[config.mk]
export PLATFORM = sky130hd
export DESIGN_NAME = switch_power_mode_control
export DESIGN_NICKNAME = d
export VERILOG_FILES = /design/src/hw/pwr_pkg.sv /design/src/hw/pwr_reg_if.sv /design/src/hw/ahb_reg_slave.sv /design/src/hw/sleep_timer.sv /design/src/hw/switch_power_mode_control.sv
export VERILOG_INCLUDE_DIRS = /design/src /design/src/hw
export SDC_FILE = /design/constraint.sdc
export NUM_CORES = 1
export LEC_CHECK = 0
export BUFFER_PORTS_ARGS = -buffer_cell sky130_fd_sc_hd__buf_2
export CORE_ASPECT_RATIO = 1.2
export CORE_MARGIN = 1.5
export CORE_UTILIZATION = 43
export DETAILED_ROUTE_END_ITERATION = 10
export GPL_ROUTABILITY_DRIVEN = 0
export GPL_TIMING_DRIVEN = 0
export PLACE_DENSITY = 0.71
export SKIP_CTS_REPAIR_TIMING = 1
export SYNTH_ARGS = -nofsm -noshare
export SYNTH_HDL_FRONTEND = slang
export SYNTH_HIERARCHICAL = 1
export SYNTH_SLANG_ARGS = --single-unit
[constraint.sdc]
create_clock -name ref_clk_i -period 2.4 [get_ports ref_clk_i]
set_input_delay 0.72 -clock ref_clk_i [delete_from_list [all_inputs] [get_ports ref_clk_i]]
set_output_delay 0.72 -clock ref_clk_i [all_outputs]
set_load 0.05 [all_outputs]
[src/hw/pwr_params.svh]
`ifndef PWR_PARAMS_SVH
`define PWR_PARAMS_SVH

// Register indices; the AHB byte address is four times the index.
`define IDX_PORT1_CTRL 8'h1d
`define IDX_PORT2_CTRL 8'h2d
`define IDX_GLOBAL_MODE 8'hc3
`define IDX_GO_SLEEP 8'hc4

// Field positions.
`define MODE_MSB 1
`define MODE_LSB 0
`define PLL_OFF_BIT 2
`define PORT_PD_BIT 3

// Reset values.
`define RST_PORT_CTRL 8'h00
`define RST_GLOBAL_MODE 3'h0
`define RST_GO_SLEEP 8'h00

// AHB-Lite encodings.
`define HRESP_OKAY 1'h0

// Timing at the 20 MHz reference clock.
`define CLK_PERIOD_NS 50
`define LINK_PULSE_NS 120
`define LINK_PULSE_CYC ((`LINK_PULSE_NS + `CLK_PERIOD_NS - 1) / `CLK_PERIOD_NS)
`define LINK_PERIOD_S 1
`define LINK_PERIOD_CYC ((`LINK_PERIOD_S * 1000000000) / `CLK_PERIOD_NS)
`define SLEEP_TICK_US 1000
`define SLEEP_TICK_CYC ((`SLEEP_TICK_US * 1000) / `CLK_PERIOD_NS)

`endif

[src/hw/pwr_pkg.sv]
package pwr_pkg;

    typedef enum logic [1:0] {
        MODE_NORMAL = 2'h0,
        MODE_ENERGY = 2'h1,
        MODE_SOFT_PD = 2'h2,
        MODE_SAVE = 2'h3
    } mode_t;

    typedef enum logic [2:0] {
        ST_NORMAL,
        ST_ED_AWAKE,
        ST_ED_SLEEP,
        ST_SOFT_PD,
        ST_PS_WATCH,
        ST_PS_RXOFF
    } state_t;

endpackage

[src/hw/pwr_reg_if.sv]
interface pwr_reg_if;
    logic wr_stb;
    logic [7:0] wr_idx;
    logic [7:0] wr_data;
    logic [7:0] rd_idx;
    logic [7:0] rd_data;

    modport bus (output wr_stb, output wr_idx, output wr_data, output rd_idx, input rd_data);
    modport regs (input wr_stb, input wr_idx, input wr_data, input rd_idx, output rd_data);
endinterface

[src/hw/ahb_reg_slave.sv]
`include "pwr_params.svh"

module ahb_reg_slave (
    // Clock and reset
    input logic ref_clk_i,
    input logic rst_i,
    // AHB-Lite slave
    input logic hsel_i,
    input logic [31:0] haddr_i,
    input logic [1:0] htrans_i,
    input logic hwrite_i,
    input logic hready_i,
    input logic [31:0] hwdata_i,
    output logic [31:0] hrdata_o,
    output logic hreadyout_o,
    output logic hresp_o,
    // Register side
    pwr_reg_if.bus rif
);
    logic wr_pend;
    logic rd_pend;
    logic [7:0] pend_idx;
    logic pend_ok;

    wire take = hsel_i && hready_i && htrans_i[1];
    wire in_range = (haddr_i[31:10] == 22'h000000);

    // Reads take one wait state so that a write just ahead is always visible.
    assign rif.wr_stb = wr_pend && pend_ok;
    assign rif.wr_idx = pend_idx;
    assign rif.wr_data = hwdata_i[7:0];
    assign rif.rd_idx = pend_idx;

    always_ff @(posedge ref_clk_i or posedge rst_i) begin
        if (rst_i) begin
            wr_pend <= 1'b0;
            rd_pend <= 1'b0;
            pend_idx <= 8'h00;
            pend_ok <= 1'b0;
            hrdata_o <= 32'h00000000;
            hreadyout_o <= 1'b1;
            hresp_o <= `HRESP_OKAY;
        end else begin
            wr_pend <= take && hwrite_i;
            rd_pend <= take && !hwrite_i;
            hreadyout_o <= !(take && !hwrite_i);
            hresp_o <= `HRESP_OKAY;
            if (take) begin
                pend_idx <= haddr_i[9:2];
                pend_ok <= in_range;
            end
            if (rd_pend) begin
                hrdata_o <= pend_ok ? {24'h000000, rif.rd_data} : 32'h00000000;
            end
        end
    end
endmodule // ahb_reg_slave

[src/hw/sleep_timer.sv]
`include "pwr_params.svh"

module sleep_timer #(
    parameter int TICK_CYC = `SLEEP_TICK_CYC,
    parameter int PERIOD_CYC = `LINK_PERIOD_CYC
) (
    // Clock and reset
    input logic ref_clk_i,
    input logic rst_i,
    // Idle timing
    input logic run_i,
    input logic energy_i,
    input logic [7:0] go_sleep_i,
    output logic expired_o,
    // Link pulses
    input logic pulse_en_i,
    output logic pulse_o
);
    localparam logic [24:0] TICK_LAST = 25'(TICK_CYC - 1);
    localparam logic [24:0] PERIOD_LAST = 25'(PERIOD_CYC - 1);
    localparam logic [24:0] PULSE_CYC = 25'(`LINK_PULSE_CYC);

    logic [24:0] tick_cnt;
    logic [8:0] idle_cnt;
    logic [24:0] per_cnt;

    wire restart = !run_i || energy_i;
    wire tick = (tick_cnt == TICK_LAST);
    wire [8:0] next_idle = (tick && idle_cnt != 9'h1ff) ? idle_cnt + 9'h001 : idle_cnt;

    always_ff @(posedge ref_clk_i or posedge rst_i) begin
        if (rst_i) begin
            tick_cnt <= 25'h0000000;
            idle_cnt <= 9'h000;
            expired_o <= 1'b0;
        end else if (restart) begin
            tick_cnt <= 25'h0000000;
            idle_cnt <= 9'h000;
            expired_o <= 1'b0;
        end else begin
            tick_cnt <= tick ? 25'h0000000 : tick_cnt + 25'h0000001;
            idle_cnt <= next_idle;
            expired_o <= (idle_cnt > {1'b0, go_sleep_i});
        end
    end

    always_ff @(posedge ref_clk_i or posedge rst_i) begin
        if (rst_i) begin
            per_cnt <= 25'h0000000;
            pulse_o <= 1'b0;
        end else if (!pulse_en_i) begin
            per_cnt <= 25'h0000000;
            pulse_o <= 1'b0;
        end else begin
            per_cnt <= (per_cnt == PERIOD_LAST) ? 25'h0000000 : per_cnt + 25'h0000001;
            pulse_o <= (per_cnt < PULSE_CYC);
        end
    end
endmodule // sleep_timer

[src/hw/switch_power_mode_control.sv]
// The AHB-Lite slave port is this design's own decision.
`include "pwr_params.svh"

module switch_power_mode_control #(
    parameter int SLEEP_TICK_CYC = `SLEEP_TICK_CYC,
    parameter int LINK_PERIOD_CYC = `LINK_PERIOD_CYC
) (
    // Clock and reset
    input logic ref_clk_i,
    input logic rst_i,
    // AHB-Lite register bus
    input logic hsel_i,
    input logic [31:0] haddr_i,
    input logic [1:0] htrans_i,
    input logic hwrite_i,
    input logic [2:0] hsize_i,
    input logic hready_i,
    input logic [31:0] hwdata_i,
    output logic [31:0] hrdata_o,
    output logic hreadyout_o,
    output logic hresp_o,
    // Line status pins: energy_i has one bit per copper port, an_enable_i one bit for both
    input logic [1:0] energy_i,
    input logic an_enable_i,
    // Power controls
    output logic pll_clk_en_o,
    output logic pll_pd_o,
    output logic [1:0] phy_tx_en_o,
    output logic [1:0] phy_rx_en_o,
    output logic mac_en_o,
    output logic host_if_en_o,
    output logic link_pulse_o,
    output logic low_power_o
);
    pwr_reg_if rif ();

    logic [7:0] port_ctrl [2];
    logic [2:0] global_mode;
    logic [7:0] go_sleep;
    pwr_pkg::state_t state;
    pwr_pkg::state_t next_state;
    logic [1:0] energy_meta;
    logic [1:0] energy_sync;
    logic an_meta;
    logic an_sync;
    logic sleep_expired;

    function automatic logic idx_is(input logic [7:0] idx, input logic [7:0] reg_idx);
        return idx == reg_idx;
    endfunction

    // Only the width of the transfer matters to the master; the register is the low byte.
    wire unused_size = |hsize_i;

    ahb_reg_slave u_bus (
        .ref_clk_i(ref_clk_i),
        .rst_i(rst_i),
        .hsel_i(hsel_i),
        .haddr_i(haddr_i),
        .htrans_i(htrans_i),
        .hwrite_i(hwrite_i),
        .hready_i(hready_i),
        .hwdata_i(hwdata_i),
        .hrdata_o(hrdata_o),
        .hreadyout_o(hreadyout_o),
        .hresp_o(hresp_o),
        .rif(rif.bus)
    );

    // Register decode.
    // Soft power down freezes every register but the global mode register, whose mode field must stay
    // writable so that the host can bring the device back.
    wire regs_open = (state != pwr_pkg::ST_SOFT_PD);
    wire wr_port1 = rif.wr_stb && regs_open && idx_is(rif.wr_idx, `IDX_PORT1_CTRL);
    wire wr_port2 = rif.wr_stb && regs_open && idx_is(rif.wr_idx, `IDX_PORT2_CTRL);
    wire wr_mode = rif.wr_stb && idx_is(rif.wr_idx, `IDX_GLOBAL_MODE);
    wire wr_sleep = rif.wr_stb && regs_open && idx_is(rif.wr_idx, `IDX_GO_SLEEP);

    assign rif.rd_data = idx_is(rif.rd_idx, `IDX_PORT1_CTRL) ? port_ctrl[0] :
                         idx_is(rif.rd_idx, `IDX_PORT2_CTRL) ? port_ctrl[1] :
                         idx_is(rif.rd_idx, `IDX_GLOBAL_MODE) ? {5'h00, global_mode} :
                         idx_is(rif.rd_idx, `IDX_GO_SLEEP) ? go_sleep : 8'h00;

    // The bus stays alive in every mode, otherwise soft power down could never be left.
    always_ff @(posedge ref_clk_i or posedge rst_i) begin
        if (rst_i) begin
            port_ctrl[0] <= `RST_PORT_CTRL;
            port_ctrl[1] <= `RST_PORT_CTRL;
            global_mode <= `RST_GLOBAL_MODE;
            go_sleep <= `RST_GO_SLEEP;
        end else begin
            if (wr_port1) port_ctrl[0] <= rif.wr_data;
            if (wr_port2) port_ctrl[1] <= rif.wr_data;
            if (wr_mode) global_mode <= rif.wr_data[`PLL_OFF_BIT:`MODE_LSB];
            if (wr_sleep) go_sleep <= rif.wr_data;
        end
    end

    // Line status comes from the analog front end and is synchronised first.
    always_ff @(posedge ref_clk_i or posedge rst_i) begin
        if (rst_i) begin
            energy_meta <= 2'h0;
            energy_sync <= 2'h0;
            an_meta <= 1'b0;
            an_sync <= 1'b0;
        end else begin
            energy_meta <= energy_i;
            energy_sync <= energy_meta;
            an_meta <= an_enable_i;
            an_sync <= an_meta;
        end
    end

    wire [1:0] mode_f = global_mode[`MODE_MSB:`MODE_LSB];
    wire pll_off = global_mode[`PLL_OFF_BIT];
    wire energy_any = |energy_sync;
    wire [1:0] port_pd = {port_ctrl[1][`PORT_PD_BIT], port_ctrl[0][`PORT_PD_BIT]};

    sleep_timer #(
        .TICK_CYC(SLEEP_TICK_CYC),
        .PERIOD_CYC(LINK_PERIOD_CYC)
    ) u_timer (
        .ref_clk_i(ref_clk_i),
        .rst_i(rst_i),
        .run_i(state == pwr_pkg::ST_ED_AWAKE),
        .energy_i(energy_any),
        .go_sleep_i(go_sleep),
        .expired_o(sleep_expired),
        .pulse_en_i(state == pwr_pkg::ST_ED_SLEEP),
        .pulse_o(link_pulse_o)
    );

    // The mode field alone picks the family of states; line status moves inside a family.
    always_comb begin
        next_state = state;
        case (mode_f)
            pwr_pkg::MODE_NORMAL: begin
                next_state = pwr_pkg::ST_NORMAL;
            end
            pwr_pkg::MODE_ENERGY: begin
                if (state == pwr_pkg::ST_ED_SLEEP) begin
                    next_state = energy_any ? pwr_pkg::ST_ED_AWAKE : pwr_pkg::ST_ED_SLEEP;
                end else if (state == pwr_pkg::ST_ED_AWAKE) begin
                    next_state = sleep_expired ? pwr_pkg::ST_ED_SLEEP : pwr_pkg::ST_ED_AWAKE;
                end else begin
                    next_state = pwr_pkg::ST_ED_AWAKE;
                end
            end
            pwr_pkg::MODE_SOFT_PD: begin
                next_state = pwr_pkg::ST_SOFT_PD;
            end
            pwr_pkg::MODE_SAVE: begin
                if (an_sync && !energy_any) begin
                    next_state = pwr_pkg::ST_PS_RXOFF;
                end else begin
                    next_state = pwr_pkg::ST_PS_WATCH;
                end
            end
            default: begin
                next_state = pwr_pkg::ST_NORMAL;
            end
        endcase
    end

    always_ff @(posedge ref_clk_i or posedge rst_i) begin
        if (rst_i) begin
            state <= pwr_pkg::ST_NORMAL;
        end else begin
            state <= next_state;
        end
    end

    // Block enables per state.
    wire st_sleep = (state == pwr_pkg::ST_ED_SLEEP);
    wire st_soft = (state == pwr_pkg::ST_SOFT_PD);
    wire st_rxoff = (state == pwr_pkg::ST_PS_RXOFF);
    wire core_on = !st_sleep && !st_soft;
    wire next_rx_on = core_on && !st_rxoff;
    wire [1:0] next_tx = {2{core_on}} & ~port_pd;
    wire [1:0] next_rx = {2{next_rx_on}} & ~port_pd;

    always_ff @(posedge ref_clk_i or posedge rst_i) begin
        if (rst_i) begin
            pll_clk_en_o <= 1'b1;
            pll_pd_o <= 1'b0;
            phy_tx_en_o <= 2'h3;
            phy_rx_en_o <= 2'h3;
            mac_en_o <= 1'b1;
            host_if_en_o <= 1'b1;
            low_power_o <= 1'b0;
        end else begin
            pll_clk_en_o <= core_on;
            pll_pd_o <= st_sleep && pll_off;
            phy_tx_en_o <= next_tx;
            phy_rx_en_o <= next_rx;
            mac_en_o <= core_on;
            host_if_en_o <= core_on;
            low_power_o <= st_sleep;
        end
    end
endmodule // switch_power_mode_control

==> results of run 1 <==
[final cells by class]
class,count,area share [%]
well taps,175,2.91
plain buffers,52,4.81
repair buffers,61,4.35
inverters,36,1.79
clock buffers,21,6.37
clock inverters,11,1.86
flip-flops and latches,124,41.3
multi-input cells,407,36.6
[state kept, by name, indices dropped and copies added (netlist names), 2 cells and up]
signal	count
u_timer/per_cnt	25
u_timer/tick_cnt	25
port_ctrl	16
u_timer/idle_cnt	9
go_sleep	8
u_bus/hrdata_o	8
u_bus/rif.rd_idx	8
global_mode	3
state	3
energy_meta	2
energy_sync	2
phy_rx_en_o	2
phy_tx_en_o	2
[path summary, 6_finish.rpt]
path / end / slack [ns] / cells past startpoint
hold reg to reg: energy_sync[1] / 0.35 / 0
hold / removal: u_timer/per_cnt[1] / 0.33 / 2
max in group asynchronous: go_sleep[5] / 1.31 / 2
min in group ref_clk_i: energy_sync[1] / 0.35 / 0
setup / recovery: u_timer/idle_cnt[3] / 0.18 / 9
setup reg to reg: u_timer/idle_cnt[3] / 0.18 / 9
[worst reg2reg max path, cell delays in order, from the launching register on]
cell	delay, ns
dfrtp_1	0.40
and3_1	0.22
and2_1	0.18
nand2_1	0.08
nor2_1	0.05
ha_1	0.23
nor4_2	0.23
nand2b_1	0.21
or3_1	0.41
a21oi_2	0.14
[layer usage]
| layer | GRT usage, % | share of wire (%) | vias to the layer above |
|---|---|---|---|
| met5 | 0 | 0 | - |
| met4 | 6.74 | 1.3 | 0 |
| met3 | 4.21 | 2.8 | 14 |
| met2 | 30.6 | 52 | 85 |
| met1 | 20.9 | 44 | 2193 |
| li1 | - | - | 2218 |
[per-stage QoR]
stage	worst slack, ns	instance area [um2]	std cells	utilization (%)
finish	0.177	7540	887	52.7
global route	-0.0168	7540	887	52.7
CTS	0.0361	7500	884	52.4
detailed placement	0.125	6880	852	48.1
global placement	-0.569	6860	851	48.0
floorplan	0.167	6350	619	-
[placed cells by master (no fill, tap or decap), drive strengths merged, types with 5 or more instances in the layout]
cell    instances
conb           25
and2            9
nor2           73
nor3           10
xnor2          15
ha             12
dfstp           6
nand3          25
xor2           33
o21ai          18
a21oi           8
mux2           37
clkbuf         25
dfrtp         118
inv            36
a222oi          5
and3            9
buf           109
nand4          21
nand2b          6
nand2          35
nor4           18
[where the power goes]
group / leakage (nW) / total, mW / internal [mW] / switching [mW]
combinational: 1.47 / 0.402 / 0.167 / 0.235
sequential: 1.63 / 2.21 / 2.15 / 0.0536
clock: 0.297 / 2.63 / 1.73 / 0.898
[kinds of logic after synthesis]
group,synth area share (%)
and+or+nand+nor,21.0
DFF,49.7
buffers and inverters,7.95
xor gates and xnor gates,6.71
AOI/OAI and AO/OA,5.10
muxes,7.13
adders and majority gates,2.40
other,0.0599
[Yosys cell counts, types with 3 or more instances]
master	number
nand4bb_1	4
ha_1	12
or4_1	4
nand3_1	24
buf_2	5
and3_1	8
a222oi_1	5
nand2_1	35
buf_4	43
nand4_1	21
nand2b_1	6
inv_1	36
and2_1	9
mux2i_1	3
a22oi_1	4
nor2b_1	3
nor2_1	73
or3_1	3
clkbuf_1	4
nor3_1	9
nor4_1	16
o21ai_0	16
nor4b_1	3
xor2_1	33
a21oi_1	8
mux2_2	37
xnor2_1	15
dfrtp_1	118
dfstp_2	6
==> flow_summary.yaml, run 1 <==
run_status:
  status: "completed"
clock_tree:
  cts_tree: "built"
  cts_buffers: 17
  clkTransAtPathRegs_ns: 0.06
  htree_levels: 4
  insertion_delay_ns: 0.41
  clkSinkCount: 124
  clockBufferDepth: 2
  cts-root-buf: "clkbuf_16"
drt:
  via_per_inst: 5.08
  drc_errors: 0
  routed_wl_um: 12600
  drt_first_pass_iters: 5
  drt_iter0_drc: 192
  ant_nets: 0
  vias: 4510
  wl_per_cell_um: 14.2
timing:
  worst_pin_slew_ns: 1.07
  setup_tns_ns: 0
  final.min_clock_period_ns: 2.22
  min_period_over_period_pct: 92.6
  max_freq_ghz: 0.450
  setup_violations: 0
  slew_headroom_pct: 28.2
  hold_viol_final: 0
  finalClockSkew_ns: 0.00597
  maxSlewViolCount: 0
  whs_ns: 0.329
floorplan:
  die_area_um2: 15300
  die_w_um: 113
  rows: 48
  chipHeight_um: 135
  ioPinCount: 121
  start_util_pct: 43.8
  core_region_area_um2: 14300
pwr:
  power.leakage_nw: 3.39
  power_mw: 5.24
  power_density_nw_per_um2: 695
  vdd_ir_drop_max_mv: 0.432
layout:
  seq_area_um2: 3110
  final_layout_size_suffix_gt1_share_pct: 28.5
  fillers: 1246
  multi_input_area_um2: 2760
  syn2layout_area_growth_pct: 20.4
  nNetsFinal: 788
  antenna_cells: 0
synthesis:
  syn_avg_cell_area_um2: 10.5
  netlist.area_leader.share_pct: 47.2
  ys_top_cells_by_area: "dfrtp_1, mux2_2, buf_4"
  synth_edf_count: 0
  syn_area_um2: 6260
  syn_inst: 595
  synth_area_leader_cell: "dfrtp_1"
  synth_cell_type_count: 57
  ys_seq_area_share_pct: 49.7
  ys_async_sr_fraction_pct: 100
  synth_ff_type: "dfrtp_1"
  synth-seq-cells: 124
  yosys_warnings: 6
critical_path:
  worst_setup_path_start_kind: "flip-flop"
  r2r-start: "u_timer/idle_cnt[2]"
  cp.required_ns: 2.74
  worst_path_max_delay_cell: "or3_1"
  path_class: "reg -> reg"
  cp.buffers_inverters: 0
  crit_path_max_fanout: 8
  cpPeakStageDelay_ns: 0.41
  cpLargestDelayFamily: "simple AND/OR/NAND/NOR gates"
  crit_start: "u_timer/idle_cnt[2]"
  path_cells: "and3_1, and2_1, nand2_1, nor2_1, ha_1, nor4_2, nand2b_1, or3_1, a21oi_2"
  worstPathArrival_ns: 2.56
  crit_path_end_kind: "flip-flop"
job:
  maxCapViolCount: 0
grt:
  grt_pass1_vias: 4550
  gr-total-overflow: 0
  grt_use_total_pct: 17.5
  grt_first_pass_wirelength_um: 21300
  grt_max_degree: 45
  antenna_found_initial: 0
worst_hold_path:
  min_path_type: "in -> async"
placed_design:
  dp_hpwl_um: 9120
  port_buffers: 57
(Power assumes the default switching activity.)
==> run 2: changes to the inputs <==
--- a/config.mk
+++ b/config.mk
@@ -9,11 +9,11 @@
 export BUFFER_PORTS_ARGS = -buffer_cell sky130_fd_sc_hd__buf_2
 export CORE_ASPECT_RATIO = 1.2
 export CORE_MARGIN = 1.5
-export CORE_UTILIZATION = 43
+export CORE_UTILIZATION = 56
 export DETAILED_ROUTE_END_ITERATION = 10
 export GPL_ROUTABILITY_DRIVEN = 0
 export GPL_TIMING_DRIVEN = 0
-export PLACE_DENSITY = 0.71
+export PLACE_DENSITY = 0.87
 export SKIP_CTS_REPAIR_TIMING = 1
 export SYNTH_ARGS = -nofsm -noshare
 export SYNTH_HDL_FRONTEND = slang
==> run 2 against run 1 <==
Clock power up 3%. Fmax down 2.8%. Cell count fell by 5.0%. Sequential cell count stayed put. Critical endpoint unchanged. Largest power group unchanged.
==> flow_summary.yaml, run 2 (same netlist as run 1, synthesis figures left out) <==
job:
  maxCapViolCount: 0
pwr:
  power_density_nw_per_um2: 713
  p_int_mw: 4.11
  power_switching_share_pct: 22.8
  combPwrFrac_pct: 7.7
  vdd_ir_drop_max_mv: 0.511
  clock_power_share_pct: 50.9
  switchingPower_mw: 1.22
  seq_power_share_pct: 41.4
  power.leakage_nw: 3.38
grt:
  grt_first_pass_wirelength_um: 23300
  antenna_found_initial: 0
  gr-total-overflow: 0
  grt_use_total_pct: 25.0
  grt_pass1_vias: 4881
  grt_max_degree: 44
placed_design:
  dpl_cell_area_um2: 6820
  dp_hpwl_um: 9110
  port_buffers: 57
floorplan:
  ioPinCount: 121
  chipHeight_um: 119
  die_w_um: 99.5
  die_area_um2: 11800
  rows: 42
  core_region_area_um2: 11000
  start_util_pct: 57.0
timing:
  slew_headroom_pct: 36.8
  setup_violations: 0
  min_period_over_period_pct: 95.3
  maxSlewViolCount: 0
  final.min_clock_period_ns: 2.29
  max_freq_ghz: 0.437
  finalClockSkew_ns: 0.00927
  worst_pin_slew_ns: 0.939
  rsz0062_at_grt: "true"
  setup_tns_ns: 0
  hold_viol_final: 0
layout:
  syn2layout_area_growth_pct: 19.4
  fillers: 769
  layout_commonest_cell: "dfrtp_1"
  nNetsFinal: 787
  final_cell_area_um2: 7480
  reg.largest.list: "u_timer/per_cnt x25, u_timer/tick_cnt x25, port_ctrl x16"
  final_layout_size_suffix_gt1_share_pct: 27.8
  most-common-layout-cells: "dfrtp_1, nor2_1, buf_2, buf_4, mux2_2"
  multi_input_area_um2: 2750
  seq_area_um2: 3110
  antenna_cells: 0
critical_path:
  reg2regPathDepth: 9
  reg2reg_slack_ns: 0.11
  cp.required_ns: 2.74
  path_class: "reg -> reg"
  crit_path_end_kind: "flip-flop"
  worstPathArrival_ns: 2.62
  worst_setup_path_start_kind: "flip-flop"
  r2r-start: "u_timer/idle_cnt[2]"
  crit_path_max_fanout: 6
  timing.rr.end: "u_timer/idle_cnt[3]"
run_status:
  status: "completed"
drt:
  drt_first_pass_iters: 5
  routed_wl_um: 13800
  vias: 4809
  via_per_inst: 5.70
  ant_nets: 0
  drt_iter0_drc: 251
  drc_errors: 0
  wl_per_cell_um: 16.3
clock_tree:
  clkTransAtPathRegs_ns: 0.06
  insertion_delay_ns: 0.41
  clockBufferDepth: 2
  cts-root-buf: "clkbuf_16"
  cts_tree: "built"
  htree_levels: 4
  cts_buffers: 17
  clkSinkCount: 124
worst_hold_path:
  min_path_type: "in -> async"
==> run 2: cell type report <==
class / count / share of cell area, %
Sequential cell: 124 / 41.6
Multi-Input combinational cell: 407 / 36.8
Clock buffer: 22 / 6.21
Buffer: 52 / 4.85
Timing Repair Buffer: 60 / 4.28
Clock inverter: 10 / 2.21
Tap cell: 132 / 2.21
Inverter: 36 / 1.81
==> run 2: power groups by stage <==
stage | Sequential (mW) | Clock, mW | Combinational [mW]
2_1_floorplan | 2.24 | 0 | 0.312
4_1_cts | 2.21 | 2.73 | 0.409
3_5_place_dp | 2.24 | 0 | 0.403
3_3_place_gp | 2.24 | 0 | 0.383
5_1_grt | 2.22 | 2.83 | 0.440
6_report | 2.21 | 2.71 | 0.410
==> run 2: worst max-delay path by stage <==
stage,from,to,slack [ns],cells after the start
final,u_timer/idle_cnt[2],u_timer/idle_cnt[3],0.11,9
after global placement,rst_i,u_timer/tick_cnt[20],-0.55,2
after floorplan,rst_i,u_timer/expired_o,0.17,1
after global routing,u_timer/idle_cnt[2],u_timer/idle_cnt[6],-0.03,9
after CTS,u_timer/idle_cnt[2],u_timer/idle_cnt[3],0.11,9
after detailed placement,u_timer/idle_cnt[2],u_timer/idle_cnt[3],0.14,9
==> run 2: critical path, cell delays in order, from the launching register on <==
cell,delay [ns]
dfrtp_2,0.43
and3_1,0.21
and2_1,0.18
nand2_1,0.09
nor2_1,0.05
ha_1,0.22
nor4_1,0.28
nand2b_1,0.20
or3_1,0.40
a21oi_1,0.14
==> run 2: metal layers <==
| metal | routed length, um | GRT usage, % | up-vias | share of wire [%] |
|---|---|---|---|---|
| li1 | - | - | 2205 | - |
| met1 | 5490 | 30.1 | 2395 | 40 |
| met2 | 7360 | 43.0 | 179 | 53 |
| met3 | 640 | 5.93 | 30 | 4.6 |
| met4 | 281 | 10.2 | 0 | 2.0 |
| met5 | 0 | 0 | - | 0 |
==> run 2: through the flow <==
stage	total power, mW	hold slack, ns	setup slack, ns	cells	util [%]
floorplan	2.55	0.331	0.167	619	-
global placement	2.62	0.335	-0.549	808	61.9
detailed placement	2.64	0.336	0.138	809	62.1
CTS	5.35	0.349	0.115	841	67.8
global route	5.49	0.351	-0.0259	843	68.1
finish	5.33	0.347	0.113	843	68.1
==> run 3: changes to the inputs <==
--- a/config.mk
+++ b/config.mk
@@ -6,10 +6,11 @@
 export SDC_FILE = /design/constraint.sdc
 export NUM_CORES = 1
 export LEC_CHECK = 0
+export ABC_AREA = 1
 export BUFFER_PORTS_ARGS = -buffer_cell sky130_fd_sc_hd__buf_2
 export CORE_ASPECT_RATIO = 1.2
 export CORE_MARGIN = 1.5
-export CORE_UTILIZATION = 56
+export CORE_UTILIZATION = 57
 export DETAILED_ROUTE_END_ITERATION = 10
 export GPL_ROUTABILITY_DRIVEN = 0
 export GPL_TIMING_DRIVEN = 0
==> run 3 against run 2 <==
Routed wire length increased by 14%. Largest cell class is now multi-input gates. Highest routed layer unchanged. Critical endpoint is now u_timer/idle_cnt[2]. Cell count increased by 45%. Clock power decreased by 7.4%.
==> flow_summary.yaml, run 3 <==
clock_tree:
  cts_tree: "built"
  clkSinkCount: 124
  insertion_delay_ns: 0.42
  clkTransAtPathRegs_ns: 0.05
  cts_buffers: 17
  cts-root-buf: "clkbuf_16"
  clockBufferDepth: 2
  htree_levels: 4
synthesis:
  netlist.area_leader.share_pct: 41.8
  ys_top_cells_by_area: "dfrtp_1, nand2_1, nor2_1"
  synth_edf_count: 0
  syn_area_um2: 7070
  synth_top_cells_by_count: "nand2_1, nor2_1, dfrtp_1"
  synth_ff_type: "dfrtp_1"
  synth-seq-cells: 124
  synth_area_leader_cell: "dfrtp_1"
  synth_most_common_cell: "nand2_1"
  synth_cell_type_count: 38
  ys_seq_area_share_pct: 44.0
  syn_avg_cell_area_um2: 7.46
  ys_async_sr_fraction_pct: 100
  yosys_warnings: 6
  syn_inst: 947
layout:
  final_cell_area_um2: 8250
  fillers: 984
  reg.largest.list: "u_timer/per_cnt x25, u_timer/tick_cnt x25, port_ctrl x16"
  antenna_cells: 0
  multi_input_area_um2: 3260
  nNetsFinal: 1137
  final_util_pct: 68.1
  syn2layout_area_growth_pct: 16.7
  seq_area_um2: 3110
  most-common-layout-cells: "nand2_1, nor2_1, dfrtp_1, nand3_1, inv_1"
  layout_commonest_cell: "nand2_1"
  stdcell_count: 1222
  final_layout_size_suffix_gt1_share_pct: 17.3
grt:
  grt_use_met2_pct: 44.5
  grt_first_pass_wirelength_um: 27200
  grt_busiest_layer: "met2"
  grt_use_met1_pct: 31.1
  grt_use_total_pct: 25.9
  antenna_found_initial: 0
  grt_max_degree: 44
  gr-total-overflow: 0
  grt_pass1_vias: 6052
  grtUsageMet3_pct: 5.94
critical_path:
  crit_path_end_kind: "flip-flop"
  worst_setup_path_start_kind: "flip-flop"
  path_class: "reg -> reg"
  reg2reg_slack_ns: 0.36
  crit_path_max_fanout: 10
  worstPathArrival_ns: 2.40
  cp.required_ns: 2.76
timing:
  setup_violations: 0
  hold_viol_final: 0
  finalClockSkew_ns: 0.0110
  finalWorstSetupSlack_ns: 0.357
  setup_tns_ns: 0
  min_period_over_period_pct: 85.1
  max_freq_ghz: 0.489
  maxSlewViolCount: 0
  rsz0062_at_grt: "false"
  slew_headroom_pct: 40.2
  whs_ns: 0.341
  worst_pin_slew_ns: 0.896
  final.min_clock_period_ns: 2.04
floorplan:
  start_util_pct: 58.4
  die_w_um: 105
  chipHeight_um: 125
  die_area_um2: 13100
  core_region_area_um2: 12100
  rows: 44
  ioPinCount: 121
placed_design:
  port_buffers: 57
  dpl_cell_area_um2: 7660
  dp_hpwl_um: 11200
  dp_cells: 1190
  dp_worst_setup_slack_ns: 0.379
pwr:
  power_mw: 5.03
  power_density_nw_per_um2: 610
  power.leakage_nw: 4.08
  vdd_ir_drop_max_mv: 0.444
drt:
  drt_iter0_drc: 404
  wl_per_cell_um: 12.8
  routed_wl_um: 15700
  ant_nets: 0
  vias: 6243
  drt_first_pass_iters: 5
  drc_errors: 0
  via_per_inst: 5.11
job:
  maxCapViolCount: 0
worst_hold_path:
  min_path_type: "reg -> reg"
run_status:
  status: "completed"
-- run 3: cell types whose count changed in the layout (fill, tap and decap cells not counted), sizes merged, moves of 8 or more --
cell,previous run,this run
nand2,35,273
nor2,73,187
nand3,25,109
inv,37,99
mux2,37,0
xor2,33,18
nor4,18,5
and3,9,1
xnor2,15,7
-- run 3: path summary, 6_finish.rpt --
| path | startpoint | end | cells after the start |
|---|---|---|---|
| hold / removal | energy_meta[1] | energy_sync[1] | 0 |
| min in group asynchronous | rst_i | u_timer/per_cnt[3] | 2 |
| setup reg to reg | u_timer/idle_cnt[1] | u_timer/idle_cnt[2] | 10 |
| hold reg to reg | energy_meta[1] | energy_sync[1] | 0 |
| max in group asynchronous | rst_i | pll_pd_o | 2 |
| setup / recovery | u_timer/idle_cnt[1] | u_timer/idle_cnt[2] | 10 |
-- run 3: kinds of logic (layout without fill, tap and decap cells) --
group | count (synthesis) | after routing | share of synthesized area (%)
compound gates | 24 | 24 | 2.00
xor+xnor | 25 | 25 | 3.10
fa+ha+maj | 12 | 12 | 2.12
buf+inv | 156 | 246 | 11.2
flops | 124 | 124 | 44.0
other cells | 1 | 25 | 0.0531
simple gates | 605 | 605 | 37.6
-- run 3: critical path, cell delays in order (launching register included) --
cell and delay (ns):
dfrtp_1 0.43, ha_1 0.20, nand2_1 0.07, nor2_1 0.19
nand3_1 0.12, nor2_1 0.12, ha_1 0.15, clkinv_1 0.28
nand2_4 0.25, nand3_1 0.08, nand2_1 0.08
-- run 3: metal layers --
metal,share of wire [%],vias to the layer above
met3,5.7,39
li1,-,3116
met1,41,2879
met4,2.6,0
met5,0,-
met2,51,209
-- run 3: area by class of cell --
| cell class | count | area share [%] |
|---|---|---|
| Buffer | 55 | 4.96 |
| Clock buffer | 25 | 6.01 |
| Clock inverter | 7 | 1.06 |
| Inverter | 101 | 4.60 |
| Multi-Input combinational cell | 691 | 39.5 |
| Sequential cell | 124 | 37.7 |
| Tap cell | 161 | 2.44 |
| Timing Repair Buffer | 58 | 3.70 |
-- run 3: power breakdown --
group	switching (mW)	internal [mW]
logic	0.240	0.129
registers	0.0345	2.12
clock network	0.880	1.63
